File: config.mk
export PLATFORM = sky130hd
export DESIGN_NAME = swc_top
export DESIGN_NICKNAME = d
export VERILOG_FILES = /design/src/hw/swc_pkg.sv /design/src/hw/swc_top.sv
export VERILOG_INCLUDE_DIRS = /design/src /design/src/hw
export SDC_FILE = /design/constraint.sdc
export NUM_CORES = 1
export LEC_CHECK = 0
export ABC_AREA = 1
export BUFFER_PORTS_ARGS = -buffer_cell sky130_fd_sc_hd__buf_2
export CORE_MARGIN = 2
export CORE_UTILIZATION = 45
export CTS_BUF_LIST = sky130_fd_sc_hd__clkbuf_8
export CTS_CLUSTER_DIAMETER = 200
export CTS_CLUSTER_SIZE = 14
export DETAILED_ROUTE_END_ITERATION = 8
export GPL_TIMING_DRIVEN = 1
export HOLD_SLACK_MARGIN = 0.12
export MAX_ROUTING_LAYER = met4
export PLACE_DENSITY = 0.72
export SYNTH_ARGS = -nofsm -noshare
export SYNTH_HDL_FRONTEND = slang
export SYNTH_SLANG_ARGS = --single-unit
File: constraint.sdc
create_clock -name pclk -period 1.87 [get_ports pclk]
set_clock_uncertainty 0.2 [all_clocks]
set_input_delay 0 -clock pclk [delete_from_list [all_inputs] [get_ports pclk]]
set_output_delay 0 -clock pclk [all_outputs]
set_load 0.02 [all_outputs]
File: src/hw/swc_map.svh
// Register map and constants of the stopwatch capture control block
`ifndef SWC_MAP_SVH
`define SWC_MAP_SVH

// Register indices; byte address is four times the index
`define SWC_IDX_KEYPORT   18'h0_ff06
`define SWC_IDX_DIRCTL    18'h0_ff78
`define SWC_IDX_CTLFLAGS  18'h0_ff79
`define SWC_IDX_DIG_THOU  18'h0_ff7a
`define SWC_IDX_DIG_HUND  18'h0_ff7b
`define SWC_IDX_DIG_TENTH 18'h0_ff7c
`define SWC_IDX_IRQ_EN    18'h0_ffe6
`define SWC_IDX_IRQ_PEND  18'h0_fff6

// Field positions
`define SWC_BIT_SWAP      2
`define SWC_BIT_DIR_EN    3
`define SWC_BIT_CLEAR     0
`define SWC_BIT_RUN       1
`define SWC_BIT_RENEWED   2
`define SWC_BIT_CARRY     3

// Reset values
`define SWC_RST_NIB       4'h0
`define SWC_RST_DIG       12'h000

// Timing
`define SWC_PCLK_HZ       125000000
`define SWC_TICK_HZ       1024

`endif

File: src/hw/swc_pkg.sv
// Types shared by the stopwatch capture control block
package swc_pkg;

  // Interrupt sources, bit order of enable and pending registers
  typedef struct packed {
    logic run_key;
    logic lap_key;
    logic one_hz;
    logic ten_hz;
  } swc_irq_s;

  // Key port inputs: port1 bits 3..0, port0 bits 3..0
  typedef struct packed {
    logic [3:0] port1;
    logic [3:0] port0;
  } swc_keys_s;

  // Three BCD digits of the stopwatch
  typedef struct packed {
    logic [3:0] tenths;
    logic [3:0] hundredths;
    logic [3:0] thousandths;
  } swc_digits_s;

  // Hold state of the capture buffer
  typedef enum logic [0:0] {
    SWC_TRACK,
    SWC_HOLD
  } swc_hold_e;

endpackage : swc_pkg

File: src/hw/swc_top.sv
// Stopwatch capture control: APB registers, keys, capture, flags
`timescale 1ns/10ps
`include "swc_map.svh"

module swc_top #(
  parameter int ADDR_W   = 18,
  parameter int TICK_DIV = `SWC_PCLK_HZ / `SWC_TICK_HZ
) (
  // Clock and reset
  input  wire logic                pclk,
  input  wire logic                presetn,
  // APB slave
  input  wire logic                psel,
  input  wire logic                penable,
  input  wire logic                pwrite,
  input  wire logic [ADDR_W-1:0]   paddr,
  input  wire logic [31:0]         pwdata,
  output logic      [31:0]         prdata,
  output logic                     pready,
  output logic                     pslverr,
  // Counting chain
  input  wire swc_pkg::swc_digits_s live_count,
  input  wire logic                one_hz_evt,
  input  wire logic                ten_hz_evt,
  output logic                     stopwatch_run,
  output logic                     stopwatch_clear,
  // Key pins, asynchronous
  input  wire swc_pkg::swc_keys_s  key_pins,
  // Interrupt requests
  output swc_pkg::swc_irq_s        irq_req
);

  // ----------------------------------------------------------------
  // Parameter checks
  // ----------------------------------------------------------------
  if (ADDR_W < 18) begin : g_addr_chk
    $error("swc_top: ADDR_W must hold the highest register");
  end
  if (TICK_DIV < 2) begin : g_tick_chk
    $error("swc_top: TICK_DIV must be at least 2");
  end

  // ----------------------------------------------------------------
  // Address decode
  // ----------------------------------------------------------------
  function automatic logic hit(input logic [ADDR_W-1:0] a,
                               input logic [17:0] idx);
    hit = (a[1:0] == 2'b00) && (a[ADDR_W-1:2] == (ADDR_W-2)'(idx));
  endfunction

  function automatic logic [31:0] nib(input logic [3:0] v);
    nib = {28'h000_0000, v};
  endfunction

  logic setup_rd, done, done_wr, mapped;
  assign setup_rd = psel && !penable && !pwrite;
  assign done     = psel && penable && pready;
  assign done_wr  = done && pwrite;

  logic h_key, h_dir, h_ctl, h_thou, h_hund, h_tenth, h_ien, h_ipd;
  assign h_key   = hit(paddr, `SWC_IDX_KEYPORT);
  assign h_dir   = hit(paddr, `SWC_IDX_DIRCTL);
  assign h_ctl   = hit(paddr, `SWC_IDX_CTLFLAGS);
  assign h_thou  = hit(paddr, `SWC_IDX_DIG_THOU);
  assign h_hund  = hit(paddr, `SWC_IDX_DIG_HUND);
  assign h_tenth = hit(paddr, `SWC_IDX_DIG_TENTH);
  assign h_ien   = hit(paddr, `SWC_IDX_IRQ_EN);
  assign h_ipd   = hit(paddr, `SWC_IDX_IRQ_PEND);
  assign mapped  = h_key | h_dir | h_ctl | h_thou | h_hund
                 | h_tenth | h_ien | h_ipd;

  // Read side effects fire once, in the setup cycle
  logic rd_thou, rd_tenth;
  assign rd_thou  = setup_rd && h_thou;
  assign rd_tenth = setup_rd && h_tenth;

  // ----------------------------------------------------------------
  // Key synchronisers
  // ----------------------------------------------------------------
  logic [7:0] key_meta_q, key_sync_q;
  always_ff @(posedge pclk or negedge presetn) begin
    if (!presetn) begin
      key_meta_q <= 8'h00;
      key_sync_q <= 8'h00;
    end else begin
      key_meta_q <= key_pins;
      key_sync_q <= key_meta_q;
    end
  end

  // ----------------------------------------------------------------
  // 1,024 Hz falling edge tick
  // ----------------------------------------------------------------
  logic [31:0] tick_cnt_q;
  logic        tick;
  assign tick = (tick_cnt_q == 32'(TICK_DIV - 1));
  always_ff @(posedge pclk or negedge presetn) begin
    if (!presetn) begin
      tick_cnt_q <= 32'h0000_0000;
    end else if (tick) begin
      tick_cnt_q <= 32'h0000_0000;
    end else begin
      tick_cnt_q <= tick_cnt_q + 32'h0000_0001;
    end
  end

  // ----------------------------------------------------------------
  // Configuration registers
  // ----------------------------------------------------------------
  logic       swap_q, dir_en_q, dir_eff_q;
  logic [2:0] kmask_q;
  swc_pkg::swc_irq_s ien_q;

  always_ff @(posedge pclk or negedge presetn) begin
    if (!presetn) begin
      swap_q <= 1'b0;
    end else if (done_wr && h_key) begin
      swap_q <= pwdata[`SWC_BIT_SWAP];
    end
  end

  always_ff @(posedge pclk or negedge presetn) begin
    if (!presetn) begin
      dir_en_q <= 1'b0;
      kmask_q  <= 3'b000;
    end else if (done_wr && h_dir) begin
      dir_en_q <= pwdata[`SWC_BIT_DIR_EN];
      kmask_q  <= pwdata[2:0];
    end
  end

  always_ff @(posedge pclk or negedge presetn) begin
    if (!presetn) begin
      dir_eff_q <= 1'b0;
    end else if (tick) begin
      dir_eff_q <= dir_en_q;
    end
  end

  always_ff @(posedge pclk or negedge presetn) begin
    if (!presetn) begin
      ien_q <= '0;
    end else if (done_wr && h_ien) begin
      ien_q <= pwdata[3:0];
    end
  end

  // ----------------------------------------------------------------
  // Direct key decode
  // ----------------------------------------------------------------
  logic [5:0] mask_keys, other_keys;
  logic       blocked, run_key, lap_key;
  logic       run_key_q, lap_key_q, run_press, lap_press;

  // mask selection: port0 bits 2,3 then port1 bits 0..3
  always_comb begin
    case (kmask_q)
      3'd1:    mask_keys = 6'h01;
      3'd2:    mask_keys = 6'h03;
      3'd3:    mask_keys = 6'h07;
      3'd4:    mask_keys = 6'h04;
      3'd5:    mask_keys = 6'h0c;
      3'd6:    mask_keys = 6'h1c;
      3'd7:    mask_keys = 6'h3c;
      default: mask_keys = 6'h00;
    endcase
  end

  // Candidate mask keys, one bit each: port1 bits 3..0, port0 bits 3..2
  assign other_keys = key_sync_q[7:2];

  assign run_key = swap_q ? key_sync_q[1] : key_sync_q[0];
  assign lap_key = swap_q ? key_sync_q[0] : key_sync_q[1];

  assign blocked = |(mask_keys & other_keys) & (run_key | lap_key);

  always_ff @(posedge pclk or negedge presetn) begin
    if (!presetn) begin
      run_key_q <= 1'b0;
      lap_key_q <= 1'b0;
    end else begin
      run_key_q <= run_key;
      lap_key_q <= lap_key;
    end
  end

  // keys act only with direct input in effect
  assign run_press = dir_eff_q && !blocked && run_key && !run_key_q;
  assign lap_press = dir_eff_q && !blocked && lap_key && !lap_key_q;

  // ----------------------------------------------------------------
  // Run state and clear
  // ----------------------------------------------------------------
  logic run_q, clear_q, sw_run_wr;
  // software run only without direct input
  assign sw_run_wr = done_wr && h_ctl && !dir_eff_q;

  always_ff @(posedge pclk or negedge presetn) begin
    if (!presetn) begin
      run_q <= 1'b0;
    end else if (run_press) begin
      run_q <= !run_q;
    end else if (sw_run_wr) begin
      run_q <= pwdata[`SWC_BIT_RUN];
    end
  end

  // one-cycle clear to the counting chain
  always_ff @(posedge pclk or negedge presetn) begin
    if (!presetn) begin
      clear_q <= 1'b0;
    end else begin
      clear_q <= done_wr && h_ctl && pwdata[`SWC_BIT_CLEAR];
    end
  end

  // ----------------------------------------------------------------
  // Pending flags
  // ----------------------------------------------------------------
  swc_pkg::swc_irq_s ipd_q, ipd_set, ipd_clr;
  assign ipd_set = '{run_key: run_press, lap_key: lap_press,
                     one_hz: one_hz_evt, ten_hz: ten_hz_evt};
  assign ipd_clr = (done_wr && h_ipd) ? pwdata[3:0] : 4'h0;

  always_ff @(posedge pclk or negedge presetn) begin
    if (!presetn) begin
      ipd_q <= '0;
    end else begin
      ipd_q <= (ipd_q & ~ipd_clr) | ipd_set;
    end
  end

  always_ff @(posedge pclk or negedge presetn) begin
    if (!presetn) begin
      irq_req <= '0;
    end else begin
      irq_req <= ipd_q & ien_q;
    end
  end

  // ----------------------------------------------------------------
  // Capture buffer
  // ----------------------------------------------------------------
  swc_pkg::swc_hold_e   hold_q;
  swc_pkg::swc_digits_s cap_q;
  logic                 unread_q, renew_q, renewed_flag_q;
  logic                 carry_q, enter_hold;
  assign enter_hold = lap_press || (rd_thou && hold_q == swc_pkg::SWC_TRACK);

  // clear does not touch the buffer
  always_ff @(posedge pclk or negedge presetn) begin
    if (!presetn) begin
      cap_q <= `SWC_RST_DIG;
    end else if (lap_press || hold_q == swc_pkg::SWC_TRACK) begin
      cap_q <= live_count;
    end
  end

  always_ff @(posedge pclk or negedge presetn) begin
    if (!presetn) begin
      hold_q <= swc_pkg::SWC_TRACK;
    end else begin
      case (hold_q)
        swc_pkg::SWC_TRACK: begin
          if (enter_hold) begin
            hold_q <= swc_pkg::SWC_HOLD;
          end
        end
        swc_pkg::SWC_HOLD: begin
          if (rd_tenth && !renew_q && !lap_press) begin
            hold_q <= swc_pkg::SWC_TRACK;
          end
        end
        default: hold_q <= swc_pkg::SWC_TRACK;
      endcase
    end
  end

  // Lap data waiting for its tenths read
  always_ff @(posedge pclk or negedge presetn) begin
    if (!presetn) begin
      unread_q <= 1'b0;
    end else if (lap_press) begin
      unread_q <= 1'b1;
    end else if (rd_tenth) begin
      unread_q <= 1'b0;
    end
  end

  // lap over unread data marks renewal
  always_ff @(posedge pclk or negedge presetn) begin
    if (!presetn) begin
      renew_q <= 1'b0;
    end else if (lap_press && unread_q) begin
      renew_q <= 1'b1;
    end else if (rd_tenth) begin
      renew_q <= 1'b0;
    end
  end

  // flag updated by every tenths read
  always_ff @(posedge pclk or negedge presetn) begin
    if (!presetn) begin
      renewed_flag_q <= 1'b0;
    end else if (rd_tenth) begin
      renewed_flag_q <= renew_q;
    end
  end

  // carry flag sampled on entering hold
  always_ff @(posedge pclk or negedge presetn) begin
    if (!presetn) begin
      carry_q <= 1'b0;
    end else if (enter_hold) begin
      carry_q <= ipd_q.one_hz;
    end
  end

  // ----------------------------------------------------------------
  // APB answer: ready one cycle after setup, no wait in access
  // ----------------------------------------------------------------
  logic [31:0] rd_mux;
  swc_pkg::swc_digits_s rd_dig;
  // A thousandths read in tracking shows the value it freezes
  assign rd_dig = (hold_q == swc_pkg::SWC_TRACK) ? live_count : cap_q;

  always_comb begin
    rd_mux = 32'h0000_0000;
    if (h_key) begin
      rd_mux = nib({1'b0, swap_q, 2'b00});
    end else if (h_dir) begin
      rd_mux = nib({dir_en_q, kmask_q});
    end else if (h_ctl) begin
      // actual run state; clear reads 0
      rd_mux = nib({carry_q, renewed_flag_q, run_q, 1'b0});
    end else if (h_thou) begin
      rd_mux = nib(rd_dig.thousandths);
    end else if (h_hund) begin
      rd_mux = nib(cap_q.hundredths);
    end else if (h_tenth) begin
      rd_mux = nib(cap_q.tenths);
    end else if (h_ien) begin
      rd_mux = nib(ien_q);
    end else if (h_ipd) begin
      rd_mux = nib(ipd_q);
    end
  end

  always_ff @(posedge pclk or negedge presetn) begin
    if (!presetn) begin
      pready  <= 1'b0;
      pslverr <= 1'b0;
      prdata  <= 32'h0000_0000;
    end else if (psel && !penable) begin
      pready  <= 1'b1;
      pslverr <= !mapped;
      prdata  <= pwrite ? 32'h0000_0000 : rd_mux;
    end else begin
      pready  <= 1'b0;
      pslverr <= 1'b0;
    end
  end

  // ----------------------------------------------------------------
  // Outputs to the counting chain
  // ----------------------------------------------------------------
  always_ff @(posedge pclk or negedge presetn) begin
    if (!presetn) begin
      stopwatch_run <= 1'b0;
    end else begin
      stopwatch_run <= run_q;
    end
  end

  assign stopwatch_clear = clear_q;

endmodule // swc_top

==> results of run 1 <==
## power groups by stage
stage,clock [mW],sequential (mW),combinational [mW]
2_1_floorplan,0,2.10,0.133
3_3_place_gp,0,2.10,0.209
3_5_place_dp,0,2.10,0.215
4_1_cts,1.36,2.06,0.304
5_1_grt,1.44,2.06,0.350
6_report,1.33,2.06,0.316
## metrics by stage
stage	hold slack, ps	instances
final	107	912
after global placement	-206	821
after CTS	131	902
after global routing	161	912
after floorplan	-496	625
after detailed placement	-199	821
## timing repair
action | 4_1_cts | 5_1_grt
setup buffers | 0 | 7
resized for setup | 0 | 72
cloned | 0 | 4
endpoints found under the setup margin | 1 | 47
endpoints found under the hold margin | 140 | 0
pin swaps | 0 | 17
hold buffers | 65 | 0
## sequential cells by signal (all words and copies together) (netlist names), 3 cells and up
signal and cells:
tick_cnt_q 32, cap_q 12, key_meta_q 8, key_sync_q 8
ien_q 4, ipd_q 4, irq_req 4, prdata 4
kmask_q 3
## path summary, 6_finish.rpt
kind	endpoint	slack (ps)	cells after the start
setup / recovery	tick_cnt_q[18]	-30	11
hold / removal	prdata[1]	110	8
setup reg to reg	tick_cnt_q[18]	-30	11
hold reg to reg	key_sync_q[0]	150	0
max in group asynchronous	ien_q[1]	410	4
min in group asynchronous	stopwatch_run	470	3
## final cells by class
class                   count  share of cell area (%)
clock inverters             7                    1.04
inverters                  88                    5.01
clock buffers               9                    1.88
multi-input cells         411                    33.4
flip-flops and latches     94                    35.8
well taps                 136                    2.58
repair buffers            167                    20.3
## worst max-delay path, cell delays in order, from the launching register on
cell and delay (ps):
dfrtp_1 400, ha_2 210, nand2_2 80, nor2_4 90
nand2_2 80, nor2_4 120, nand2_4 70, nor3_4 160
buf_4 140, buf_6 90, xnor2_2 100, inv_1 50
## synth_stat cells (2+ instances only)
cell type	instances
nor3_4	2
o21ai_0	31
nand4_1	15
dfrtp_1	94
nor2_2	5
o211ai_1	3
nand2_1	130
nor3b_1	2
or2_1	3
ha_1	2
or2_2	3
nand3_1	57
xnor2_1	5
o21ai_1	9
xor2_1	13
nor2_1	54
a21oi_1	5
buf_2	2
nor3_1	21
inv_1	84
nor4_1	4
buf_4	29
o21a_1	4
nand2_2	5
inv_2	4
## kinds of logic after synthesis
family          after synthesis  share of synthesized area [%]
simple gates                307                           29.1
other cells                   1                         0.0780
buf+inv                     120                           11.7
compound gates               56                           6.43
xor+xnor                     18                           3.28
fa+ha+maj                     2                          0.520
flops                        94                           48.9
## per-layer routing
metal	up-vias	part of all wire (%)	wire length (microns)
li1	2205	-	-
met4	0	2.0	250
met3	22	7.2	889
met2	188	49	6060
met5	-	0	0
met1	2208	42	5230
==> summary.json, run 1 <==
{
  "number_of_slew_limit_violations_in_the_final_report": {"value": 0},
  "vdd.ir_drop.worst": {"value": 427, "unit": "uV"},
  "multiInputGateArea": {"value": 0.00220, "unit": "sq mm"},
  "port_buffers": {"value": 60},
  "worst_pin_slew": {"value": 514, "unit": "ps"},
  "avgSynthCellArea": {"value": 8.04, "unit": "sq um"},
  "fp-row-count": {"value": 37},
  "final-hold-violation-count": {"value": 0},
  "area.sequential": {"value": 0.00236, "unit": "sq mm"},
  "synth_enable_flop_cells": {"value": 0},
  "postLayoutCoreUtil": {"value": 63.5, "unit": "%"},
  "share_of_power_burned_in_combinational_logic": {"value": 8.5, "unit": "%"},
  "yosysUniqueCellTypes": {"value": 37},
  "run_status": {"value": "finished, violations left"},
  "setup.worst_path.start_class": {"value": "flop"},
  "hpwlAfterDp": {"value": 8090, "unit": "microns"},
  "detail_route.vias_per_cell": {"value": 5.07},
  "maxCapViolations": {"value": 0},
  "route.antenna.remaining_nets": {"value": 0},
  "p_total": {"value": 3.70, "unit": "mW"},
  "grt_setup_unrepaired": {"value": "true"},
  "clock_insertion_delay_at_the_later_pin_of_the_skew_report": {"value": 380, "unit": "ps"},
  "initialDrtViolationCount": {"value": 350},
  "p_sw": {"value": 0.994, "unit": "mW"},
  "synth_area_leader_cell": {"value": "dfrtp_1"},
  "first_global_vias": {"value": 4415},
  "hold_path.class": {"value": "input pin to flop"},
  "post_route_cell_area": {"value": 0.00659, "unit": "sq mm"},
  "pwr-share-clk": {"value": 35.8, "unit": "%"},
  "switching_share": {"value": 26.8, "unit": "%"},
  "antenna_found_initial": {"value": 0},
  "drt_first_pass_iters": {"value": 7},
  "final_critical_path_setup_slack": {"value": -27.8, "unit": "ps"},
  "number_of_buffers_created_by_cts": {"value": 9},
  "design.core.area": {"value": 0.0104, "unit": "sq mm"},
  "worst_setup_path_end_kind": {"value": "flop"},
  "number_of_filler_instances_in_the_final_layout": {"value": 846},
  "area.growth.synth_to_final": {"value": 37.0, "unit": "%"},
  "clock_tree.root_cell": {"value": "clkbuf_8"},
  "cts_num_sinks": {"value": 94},
  "grt.met2_usage": {"value": 35.7, "unit": "%"},
  "fin_crit": {"value": 1900, "unit": "ps"},
  "ys_seq_elements": {"value": 94},
  "grt.overflow.total": {"value": 0},
  "post-route-period-util": {"value": 101, "unit": "%"},
  "die_area": {"value": 0.0115, "unit": "sq mm"},
  "p_seq_share": {"value": 55.6, "unit": "%"},
  "ioPinCount": {"value": 117},
  "cts_buffer_depth": {"value": 2},
  "synth_flop_cell": {"value": "dfrtp_1"},
  "maxClockFrequency": {"value": 527, "unit": "MHz"},
  "min-delay-start": {"value": "paddr[2]"},
  "max_slew_headroom": {"value": 65.7, "unit": "%"},
  "setup_total_negative_slack": {"value": -42.8, "unit": "ps"},
  "crit-reg2reg-launch": {"value": "tick_cnt_q[1]"},
  "yosys-top-cells-area": {"value": "dfrtp_1 49%, nand2_1 10%, inv_1 6.6%"},
  "globalRouteMet3Util": {"value": 4.84, "unit": "%"},
  "synthesis.instances": {"value": 598},
  "violated_checks": {"value": "setup timing"},
  "synth-seq-area-share": {"value": 48.9, "unit": "%"},
  "dpl-instance-area": {"value": 0.00542, "unit": "sq mm"},
  "wl_per_cell": {"value": 13.6, "unit": "microns"},
  "cts-htree-levels": {"value": 3},
  "initial_core_util": {"value": 46.4, "unit": "%"},
  "height_of_the_chip": {"value": 107, "unit": "microns"},
  "fp.dieW": {"value": 107, "unit": "microns"},
  "insertedDiodeCount": {"value": 0},
  "met1_capacity_usage_during_global_routing": {"value": 28.7, "unit": "%"},
  "syn-cell-area": {"value": 0.00481, "unit": "sq mm"},
  "synth.yosys.warnings": {"value": 0},
  "placement.setup.worst_slack": {"value": 6.17, "unit": "ps"},
  "gp_congestion": {"value": 0.912},
  "gr-max-usage-layer": {"value": "met2"},
  "layout_common_cells": {"value": "110 x nand2_1, 91 x dfrtp_1, 81 x inv_1"},
  "cp.arrival": {"value": 1960, "unit": "ps"},
  "pwr_density_cell": {"value": 562, "unit": "mW/mm^2"},
  "static-leakage-power": {"value": 3.27, "unit": "nW"},
  "drive_above_1_share": {"value": 25.6, "unit": "%"},
  "register_clock_pin_slew_on_the_reported_worst_setup_and_hold_paths": {"value": 100, "unit": "ps"},
  "mostFrequentLayoutCell": {"value": "nand2_1"},
  "final_nets": {"value": 850},
  "timing.critical_path.required": {"value": 1940, "unit": "ps"},
  "setup.worst_path.class": {"value": "flop to flop"},
  "grt_usage": {"value": 22.4, "unit": "%"},
  "final-setup-viol-count": {"value": 2},
  "route.vias.total": {"value": 4623},
  "cts_tree": {"value": "done"},
  "cp-startpoint": {"value": "tick_cnt_q[1]"},
  "grt_max_degree": {"value": 40},
  "synthArstFlopShare": {"value": 100, "unit": "%"},
  "critPathMaxFanout": {"value": 3},
  "grt_pass1_wl": {"value": 19800, "unit": "microns"},
  "route.detailed.drc": {"value": 0},
  "routed_wirelength": {"value": 12400, "unit": "microns"},
  "p_int": {"value": 2.71, "unit": "mW"},
  "synth_largest_type_area_fraction": {"value": 48.9, "unit": "%"}
}
Note: power is estimated with default switching activity, not from simulation.
==> inputs of run 2 (changes only) <==
==> constraint.sdc (replaced) <==
create_clock -name pclk -period 1.87 [get_ports pclk]
set_clock_uncertainty 0.2 [all_clocks]
set_input_delay 0.374 -clock pclk [delete_from_list [all_inputs] [get_ports pclk]]
set_output_delay 0.374 -clock pclk [all_outputs]
set_load 0.02 [all_outputs]
==> run 2 against run 1 <==
The run still ends with setup timing left. Worst setup slack lost 77 ps. First-iteration DRC count shrank 18%. Count of clock-buffer cells in the layout is the same. Final area grew 0.25%. Sequential share of layout area shrank 0.11 points. Core utilization grew 0.16 points. Routed wire length shrank 1.1%. Global-route usage shrank 1.0 points. Via count grew 0.11%. Largest cell class unchanged. Combinational power shrank 7.3%. Non-clock buffer count grew 5.
==> summary.json, run 2 (same netlist as run 1, synthesis figures left out) <==
{
  "fp.dieW": {"value": 107, "unit": "microns", "change": "unchanged"},
  "wl_per_cell": {"value": 13.4, "unit": "microns", "change": "was 13.6 microns"},
  "grt_pass1_wl": {"value": 19000, "unit": "microns", "change": "was 19800 microns"},
  "route.vias.total": {"value": 4628, "change": "was 4623"},
  "ioPinCount": {"value": 117, "change": "unchanged"},
  "static-leakage-power": {"value": 3.40, "unit": "nW", "change": "was 3.27 nW"},
  "biggestRegsByFlops": {"value": "tick_cnt_q (32), cap_q (12)", "change": "unchanged"},
  "final-hold-violation-count": {"value": 0, "change": "unchanged"},
  "port_buffers": {"value": 60, "change": "unchanged"},
  "height_of_the_chip": {"value": 107, "unit": "microns", "change": "unchanged"},
  "p_sw": {"value": 0.888, "unit": "mW", "change": "was 0.994 mW"},
  "fin_crit": {"value": 1980, "unit": "ps", "change": "was 1900 ps"},
  "gr-max-usage-layer": {"value": "met2", "change": "unchanged"},
  "number_of_flip_flops_under_the_largest_register_name": {"value": 32, "change": "unchanged"},
  "worst_setup_path_end_kind": {"value": "flop", "change": "unchanged"},
  "number_of_buffers_created_by_cts": {"value": 9, "change": "unchanged"},
  "cp-startpoint": {"value": "tick_cnt_q[0]", "change": "was tick_cnt_q[1]"},
  "share_of_power_burned_in_combinational_logic": {"value": 8.3, "unit": "%", "change": "was 8.5%"},
  "antenna_found_initial": {"value": 0, "change": "unchanged"},
  "mostFrequentLayoutCell": {"value": "nand2_1", "change": "unchanged"},
  "route.antenna.remaining_nets": {"value": 0, "change": "unchanged"},
  "hold_path.class": {"value": "input pin to flop", "change": "unchanged"},
  "pwr_density_cell": {"value": 535, "unit": "mW/mm^2", "change": "was 562 mW/mm^2"},
  "switching_share": {"value": 25.1, "unit": "%", "change": "was 26.8%"},
  "cts_tree": {"value": "done", "change": "unchanged"},
  "initialDrtViolationCount": {"value": 288, "change": "was 350"},
  "register_clock_pin_slew_on_the_reported_worst_setup_and_hold_paths": {"value": 90, "unit": "ps", "change": "was 100 ps"},
  "grt.overflow.total": {"value": 0, "change": "unchanged"},
  "p_total": {"value": 3.53, "unit": "mW", "change": "was 3.70 mW"},
  "grt_setup_unrepaired": {"value": "true", "change": "unchanged"},
  "first_global_vias": {"value": 4325, "change": "was 4415"},
  "clock_insertion_delay_at_the_later_pin_of_the_skew_report": {"value": 370, "unit": "ps", "change": "was 380 ps"},
  "pwr-share-clk": {"value": 33.4, "unit": "%", "change": "was 35.8%"},
  "number_of_slew_limit_violations_in_the_final_report": {"value": 0, "change": "unchanged"},
  "max_flop_register": {"value": "tick_cnt_q", "change": "unchanged"},
  "crit-reg2reg-launch": {"value": "tick_cnt_q[0]", "change": "was tick_cnt_q[1]"},
  "route.detailed.drc": {"value": 0, "change": "unchanged"},
  "initial_core_util": {"value": 46.4, "unit": "%", "change": "unchanged"},
  "multiInputGateArea": {"value": 0.00226, "unit": "sq mm", "change": "was 0.00220 sq mm"},
  "gp_congestion": {"value": 0.957, "change": "was 0.912"},
  "insertedDiodeCount": {"value": 0, "change": "unchanged"},
  "globalRouteMet3Util": {"value": 3.39, "unit": "%", "change": "was 4.84%"},
  "cp.arrival": {"value": 2030, "unit": "ps", "change": "was 1960 ps"},
  "die_area": {"value": 0.0115, "unit": "sq mm", "change": "unchanged"},
  "maxClockFrequency": {"value": 506, "unit": "MHz", "change": "was 527 MHz"},
  "area.sequential": {"value": 0.00235, "unit": "sq mm", "change": "was 0.00236 sq mm"},
  "timing.critical_path.required": {"value": 1930, "unit": "ps", "change": "was 1940 ps"},
  "setup.worst_path.class": {"value": "flop to flop", "change": "unchanged"},
  "critPathMaxFanout": {"value": 3, "change": "unchanged"},
  "postLayoutCoreUtil": {"value": 63.7, "unit": "%", "change": "was 63.5%"},
  "violated_checks": {"value": "setup timing", "change": "unchanged"},
  "design.core.area": {"value": 0.0104, "unit": "sq mm", "change": "unchanged"},
  "hpwlAfterDp": {"value": 8330, "unit": "microns", "change": "was 8090 microns"},
  "drive_above_1_share": {"value": 30.3, "unit": "%", "change": "was 25.6%"},
  "area.growth.synth_to_final": {"value": 37.3, "unit": "%", "change": "was 37.0%"},
  "grt.met2_usage": {"value": 33.8, "unit": "%", "change": "was 35.7%"},
  "detail_route.vias_per_cell": {"value": 5.05, "change": "was 5.07"},
  "vdd.ir_drop.worst": {"value": 441, "unit": "uV", "change": "was 427 uV"},
  "cts_buffer_depth": {"value": 2, "change": "unchanged"},
  "run_status": {"value": "finished, violations left", "change": "unchanged"},
  "met1_capacity_usage_during_global_routing": {"value": 28.2, "unit": "%", "change": "was 28.7%"},
  "grt_max_degree": {"value": 35, "change": "was 40"},
  "final-setup-viol-count": {"value": 19, "change": "was 2"},
  "min-delay-start": {"value": "pwdata[1]", "change": "was paddr[2]"},
  "p_seq_share": {"value": 58.3, "unit": "%", "change": "was 55.6%"},
  "fp-row-count": {"value": 37, "change": "unchanged"},
  "cts_num_sinks": {"value": 94, "change": "unchanged"},
  "final_nets": {"value": 855, "change": "was 850"},
  "drt_first_pass_iters": {"value": 7, "change": "unchanged"},
  "layout_common_cells": {"value": "111 x nand2_1, 92 x dfrtp_1, 84 x inv_1", "change": "was 110 x nand2_1, 91 x dfrtp_1, 81 x inv_1"},
  "grt_usage": {"value": 21.4, "unit": "%", "change": "was 22.4%"},
  "number_of_filler_instances_in_the_final_layout": {"value": 823, "change": "was 846"},
  "maxCapViolations": {"value": 0, "change": "unchanged"},
  "setup.worst_path.start_class": {"value": "flop", "change": "unchanged"},
  "cts-htree-levels": {"value": 3, "change": "unchanged"},
  "post-route-period-util": {"value": 106, "unit": "%", "change": "was 101%"},
  "routed_wirelength": {"value": 12300, "unit": "microns", "change": "was 12400 microns"},
  "final_critical_path_setup_slack": {"value": -105, "unit": "ps", "change": "was -27.8 ps"},
  "clock_tree.root_cell": {"value": "clkbuf_8", "change": "unchanged"},
  "p_int": {"value": 2.64, "unit": "mW", "change": "was 2.71 mW"}
}
-- run 2: changes by cell type in the layout (fill, tap and decap cells not counted), sizes merged --
cell / previous run / this run
buf: 101 / 142
dlygate4sd3: 64 / 28
clkinvlp: 1 / 3
clkinv: 3 / 2
inv: 91 / 90
-- run 2: worst max-delay path, stage by stage, from the launching register on --
cell,delay (ps)
dfrtp_1,390
buf_4,140
nand3_2,110
nor2_4,150
nand2_2,80
nor3_4,160
nand2_2,90
nor2_4,140
nand3_2,110
nor2_2,110
xnor2_1,120
inv_1,50
-- run 2: what timing repair did --
action	in CTS	in global routing
hold buffers	29	0
cloned	1	3
setup buffers	7	10
gates resized for setup	19	66
hold endpoints to repair	62	0
pin swaps	12	20
setup endpoints to repair	14	53
-- run 2: cell type report --
cell class	count	area share, %
Inverter	88	5.00
Timing Repair Buffer	172	19.9
Clock inverter	7	0.663
Multi-Input combinational cell	411	34.3
Clock buffer	9	1.88
Tap cell	136	2.58
Sequential cell	94	35.7
-- run 2: stage by stage --
step	cell area (sq um)	setup TNS, ps	std cells	hold slack (ps)	setup WS (ps)
2_1_floorplan	4910	-23.7	625	-122	-23.7
3_3_place_gp	5660	-846	853	134	-136
3_5_place_dp	5660	-1260	853	135	-191
4_1_cts	6260	-450	906	124	-115
5_1_grt	6600	-3970	917	144	-220
6_report	6600	-837	917	142	-105
-- run 2: worst paths after layout --
| check | cells past startpoint | end | slack, ps |
|---|---|---|---|
| worst max-delay path | 11 | tick_cnt_q[23] | -110 |
| worst min-delay path | 3 | run_q | 140 |
| worst max register to register | 11 | tick_cnt_q[23] | -110 |
| worst min register to register | 0 | key_sync_q[5] | 150 |
| max in group asynchronous | 3 | tick_cnt_q[9] | 640 |
| min in group asynchronous | 2 | prdata[0] | 300 |
-- run 2: per-layer routing --
metal,up-vias,part of all wire (%)
met3,24,5.2
li1,2208,-
met5,-,0
met4,0,2.4
met2,175,48
met1,2221,44
-- run 2: power groups by stage --
stage          combinational (mW)  sequential [mW]  clock, mW
2_1_floorplan               0.133             2.10          0
3_3_place_gp                0.231             2.10          0
3_5_place_dp                0.238             2.10          0
4_1_cts                     0.284             2.06       1.20
5_1_grt                     0.325             2.06       1.28
6_report                    0.293             2.06       1.18
==> inputs of run 3 (changes only) <==
- PLACE_DENSITY: 0.72 -> 0.69
- clock period: 1.87 -> 2.1 ns (I/O delays scaled with it)
==> run 3 against run 2 <==
Register-to-register slack better by 260 ps. Via count is 8.9% lower. Sequential power is 11% lower. Routed wire length down 14%. Global-route usage shrank 1.1 points. The run now ends clean. Final area shrank 12%. Worst setup slack gained 240 ps. Critical path depth fell by 5. Count of clock-buffer cells in the layout did not move. Die area is the same. Non-clock buffer count fell by 61. Hold slack improved by 13 ps.
==> summary.json, run 3 (same netlist as run 1, synthesis figures left out) <==
{
  "ioPinCount": {"value": 117, "change": "unchanged"},
  "worst_path_max_delay_cell": {"value": "dlygate4sd3_1", "change": "was dfrtp_1"},
  "height_of_the_chip": {"value": 107, "unit": "microns", "change": "unchanged"},
  "maxCapViolations": {"value": 0, "change": "unchanged"},
  "layout_common_cells": {"value": "129 x nand2_1, 94 x dfrtp_1, 83 x inv_1", "change": "was 111 x nand2_1, 92 x dfrtp_1, 84 x inv_1"},
  "crit_chain": {"value": "dlygate4sd3_1 > buf_2 > nand4_1 > inv_1 > nand4_1 > o21ai_0", "change": "was buf_4 > nand3_2 > nor2_4 > nand2_2 > nor3_4 > nand2_2 > nor2_4 > nand3_2 > nor2_2 > xnor2_1 > inv_1"},
  "worst_path_most_repeated_cell": {"value": "nand4_1"},
  "drt_first_pass_iters": {"value": 4, "change": "was 7"},
  "grt_pass1_wl": {"value": 18100, "unit": "microns", "change": "was 19000 microns"},
  "cts-htree-levels": {"value": 3, "change": "unchanged"},
  "timing.critical_path.required": {"value": 2170, "unit": "ps", "change": "was 1930 ps"},
  "vdd.ir_drop.worst": {"value": 365, "unit": "uV", "change": "was 441 uV"},
  "route.antenna.remaining_nets": {"value": 0, "change": "unchanged"},
  "routed_wirelength": {"value": 10600, "unit": "microns", "change": "was 12300 microns"},
  "final-hold-violation-count": {"value": 0, "change": "unchanged"},
  "pwr_density_cell": {"value": 539, "unit": "mW/mm^2", "change": "was 535 mW/mm^2"},
  "cp.arrival": {"value": 2030, "unit": "ps", "change": "about the same"},
  "run_status": {"value": "completed", "change": "was finished, violations left"},
  "timing.critical_path.slowest_cell_delay": {"value": 530, "unit": "ps", "change": "was 390 ps"},
  "insertedDiodeCount": {"value": 0, "change": "unchanged"},
  "number_of_buffers_created_by_cts": {"value": 9, "change": "unchanged"},
  "post_route_cell_area": {"value": 0.00582, "unit": "sq mm", "change": "was 0.00660 sq mm"},
  "grt_setup_unrepaired": {"value": "true", "change": "unchanged"},
  "setup.worst_path.start_class": {"value": "input pin", "change": "was flop"},
  "setup.worst_path.class": {"value": "input pin to flop", "change": "was flop to flop"},
  "mostFrequentLayoutCell": {"value": "nand2_1", "change": "unchanged"},
  "timing.critical_path.max_delay_family": {"value": "buffers and inverters", "change": "was simple AND/OR/NAND/NOR gates"},
  "drive_above_1_share": {"value": 18.2, "unit": "%", "change": "was 30.3%"},
  "dpl-instance-area": {"value": 0.00535, "unit": "sq mm", "change": "was 0.00566 sq mm"},
  "cts_num_sinks": {"value": 94, "change": "unchanged"},
  "maxClockFrequency": {"value": 509, "unit": "MHz"},
  "worst_setup_path_end_kind": {"value": "flop", "change": "unchanged"},
  "port_buffers": {"value": 60, "change": "unchanged"},
  "max_flop_register": {"value": "tick_cnt_q", "change": "unchanged"},
  "design.core.area": {"value": 0.0104, "unit": "sq mm", "change": "unchanged"},
  "die_area": {"value": 0.0115, "unit": "sq mm", "change": "unchanged"},
  "antenna_found_initial": {"value": 0, "change": "unchanged"},
  "hold_path.class": {"value": "input pin to flop", "change": "unchanged"},
  "number_of_flip_flops_under_the_largest_register_name": {"value": 32, "change": "unchanged"},
  "final-setup-viol-count": {"value": 0, "change": "was 19"},
  "fp-row-count": {"value": 37, "change": "unchanged"},
  "register_clock_pin_slew_on_the_reported_worst_setup_and_hold_paths": {"value": 100, "unit": "ps", "change": "was 90 ps"},
  "gp_congestion": {"value": 0.931, "change": "was 0.957"},
  "biggestRegsByFlops": {"value": "tick_cnt_q (32), cap_q (12)", "change": "unchanged"},
  "fin_crit": {"value": 1960, "unit": "ps"},
  "area.growth.synth_to_final": {"value": 21.0, "unit": "%", "change": "was 37.3%"},
  "post-route-period-util": {"value": 93.5, "unit": "%"},
  "initialDrtViolationCount": {"value": 245, "change": "was 288"},
  "fp.dieW": {"value": 107, "unit": "microns", "change": "unchanged"},
  "number_of_filler_instances_in_the_final_layout": {"value": 948, "change": "was 823"},
  "final_nets": {"value": 794, "change": "was 855"},
  "critPathMaxFanout": {"value": 8, "change": "was 3"},
  "route.vias.total": {"value": 4214, "change": "was 4628"},
  "detail_route.vias_per_cell": {"value": 4.92, "change": "was 5.05"},
  "first_global_vias": {"value": 4099, "change": "was 4325"},
  "clock_tree.root_cell": {"value": "clkbuf_8", "change": "unchanged"},
  "cts_buffer_depth": {"value": 2, "change": "unchanged"},
  "wl_per_cell": {"value": 12.4, "unit": "microns", "change": "was 13.4 microns"},
  "critical_path.n_buffers_inverters": {"value": 3, "change": "was 2"},
  "route.detailed.drc": {"value": 0, "change": "unchanged"},
  "cts_tree": {"value": "done", "change": "unchanged"},
  "static-leakage-power": {"value": 2.98, "unit": "nW", "change": "was 3.40 nW"},
  "initial_core_util": {"value": 46.4, "unit": "%", "change": "unchanged"},
  "number_of_slew_limit_violations_in_the_final_report": {"value": 0, "change": "unchanged"},
  "grt.overflow.total": {"value": 0, "change": "unchanged"},
  "hpwlAfterDp": {"value": 7880, "unit": "microns", "change": "was 8330 microns"},
  "clock_insertion_delay_at_the_later_pin_of_the_skew_report": {"value": 370, "unit": "ps", "change": "about the same"},
  "setup_total_negative_slack": {"value": 0, "unit": "ps", "change": "was -837 ps"},
  "grt_usage": {"value": 20.3, "unit": "%", "change": "was 21.4%"},
  "grt_max_degree": {"value": 39, "change": "was 35"}
}
run 3: changes by cell type in the layout (fill, tap and decap cells not counted), sizes merged:
cell         change
buf             -56
dlygate4sd3      -3
clkbuf           -2
clkinvlp         -2
clkinv           +1
inv              +1
run 3: power breakdown:
part,switching [mW],internal (mW),total (mW),leakage (nW)
Sequential,0.00550,1.83,1.83,1.14
Clock,0.641,0.432,1.07,0.0912
Combinational,0.143,0.0861,0.229,1.75
run 3: final timing paths:
| check | from | end | slack (ps) | depth (start not counted) |
|---|---|---|---|---|
| max | penable | kmask_q[0] | 140 | 6 |
| min | pwrite | stopwatch_clear | 160 | 3 |
| max reg2reg | tick_cnt_q[0] | tick_cnt_q[22] | 150 | 11 |
| min reg2reg | key_meta_q[5] | key_sync_q[5] | 160 | 0 |
| max in group asynchronous | presetn | irq_req[2] | 840 | 3 |
| min in group asynchronous | presetn | stopwatch_run | 310 | 2 |
run 3: worst reg2reg max path, cell delays in order, from the launching register on:
cell,delay (ps)
dfrtp_1,410
ha_2,210
nand2_2,70
nor2_4,90
nand2_2,70
nor2_4,130
nand2_4,70
nor3_4,180
nand2_2,90
buf_4,140
xor2_1,120
inv_1,50
run 3: layer usage:
layer | part of all wire, % | vias to the layer above | track usage (%) | wire length (microns)
met2 | 46 | 133 | 32.0 | 4850
met5 | 0 | - | - | 0
met4 | 1.5 | 0 | 6.96 | 156
met3 | 4.9 | 15 | 3.15 | 519
li1 | - | 2086 | - | -
met1 | 48 | 1980 | 26.9 | 5050
run 3: timing repair:
item,4_1_cts,5_1_grt
gates resized for setup,0,10
endpoints found under the hold margin,51,0
buffers inserted,0,3
setup endpoints to repair,0,13
hold buffers,25,0
run 3: cell type report:
cell class              instances  area (sq um)  share of cell area, %
repair buffers                111           773                   13.3
clock inverters                 7          47.5                  0.817
clock buffers                   9           124                   2.13
flip-flops and latches         94          2350                   40.4
multi-input cells             411          2020                   34.7
well taps                     136           170                   2.92
inverters                      88           330                   5.68
run 3: stage by stage:
stage / power, mW / setup WS [ps] / hold slack [ps] / instances / utilization (%)
global placement: 2.06 / 30.0 / 134 / 812 / 51.6
CTS: 3.16 / 86.8 / 137 / 853 / 55.6
detailed placement: 2.06 / 2.85 / 136 / 812 / 51.6
global route: 3.28 / -18.1 / 155 / 856 / 56.1
finish: 3.14 / 136 / 155 / 856 / 56.1
floorplan: 1.99 / 171 / -75.6 / 625 / -
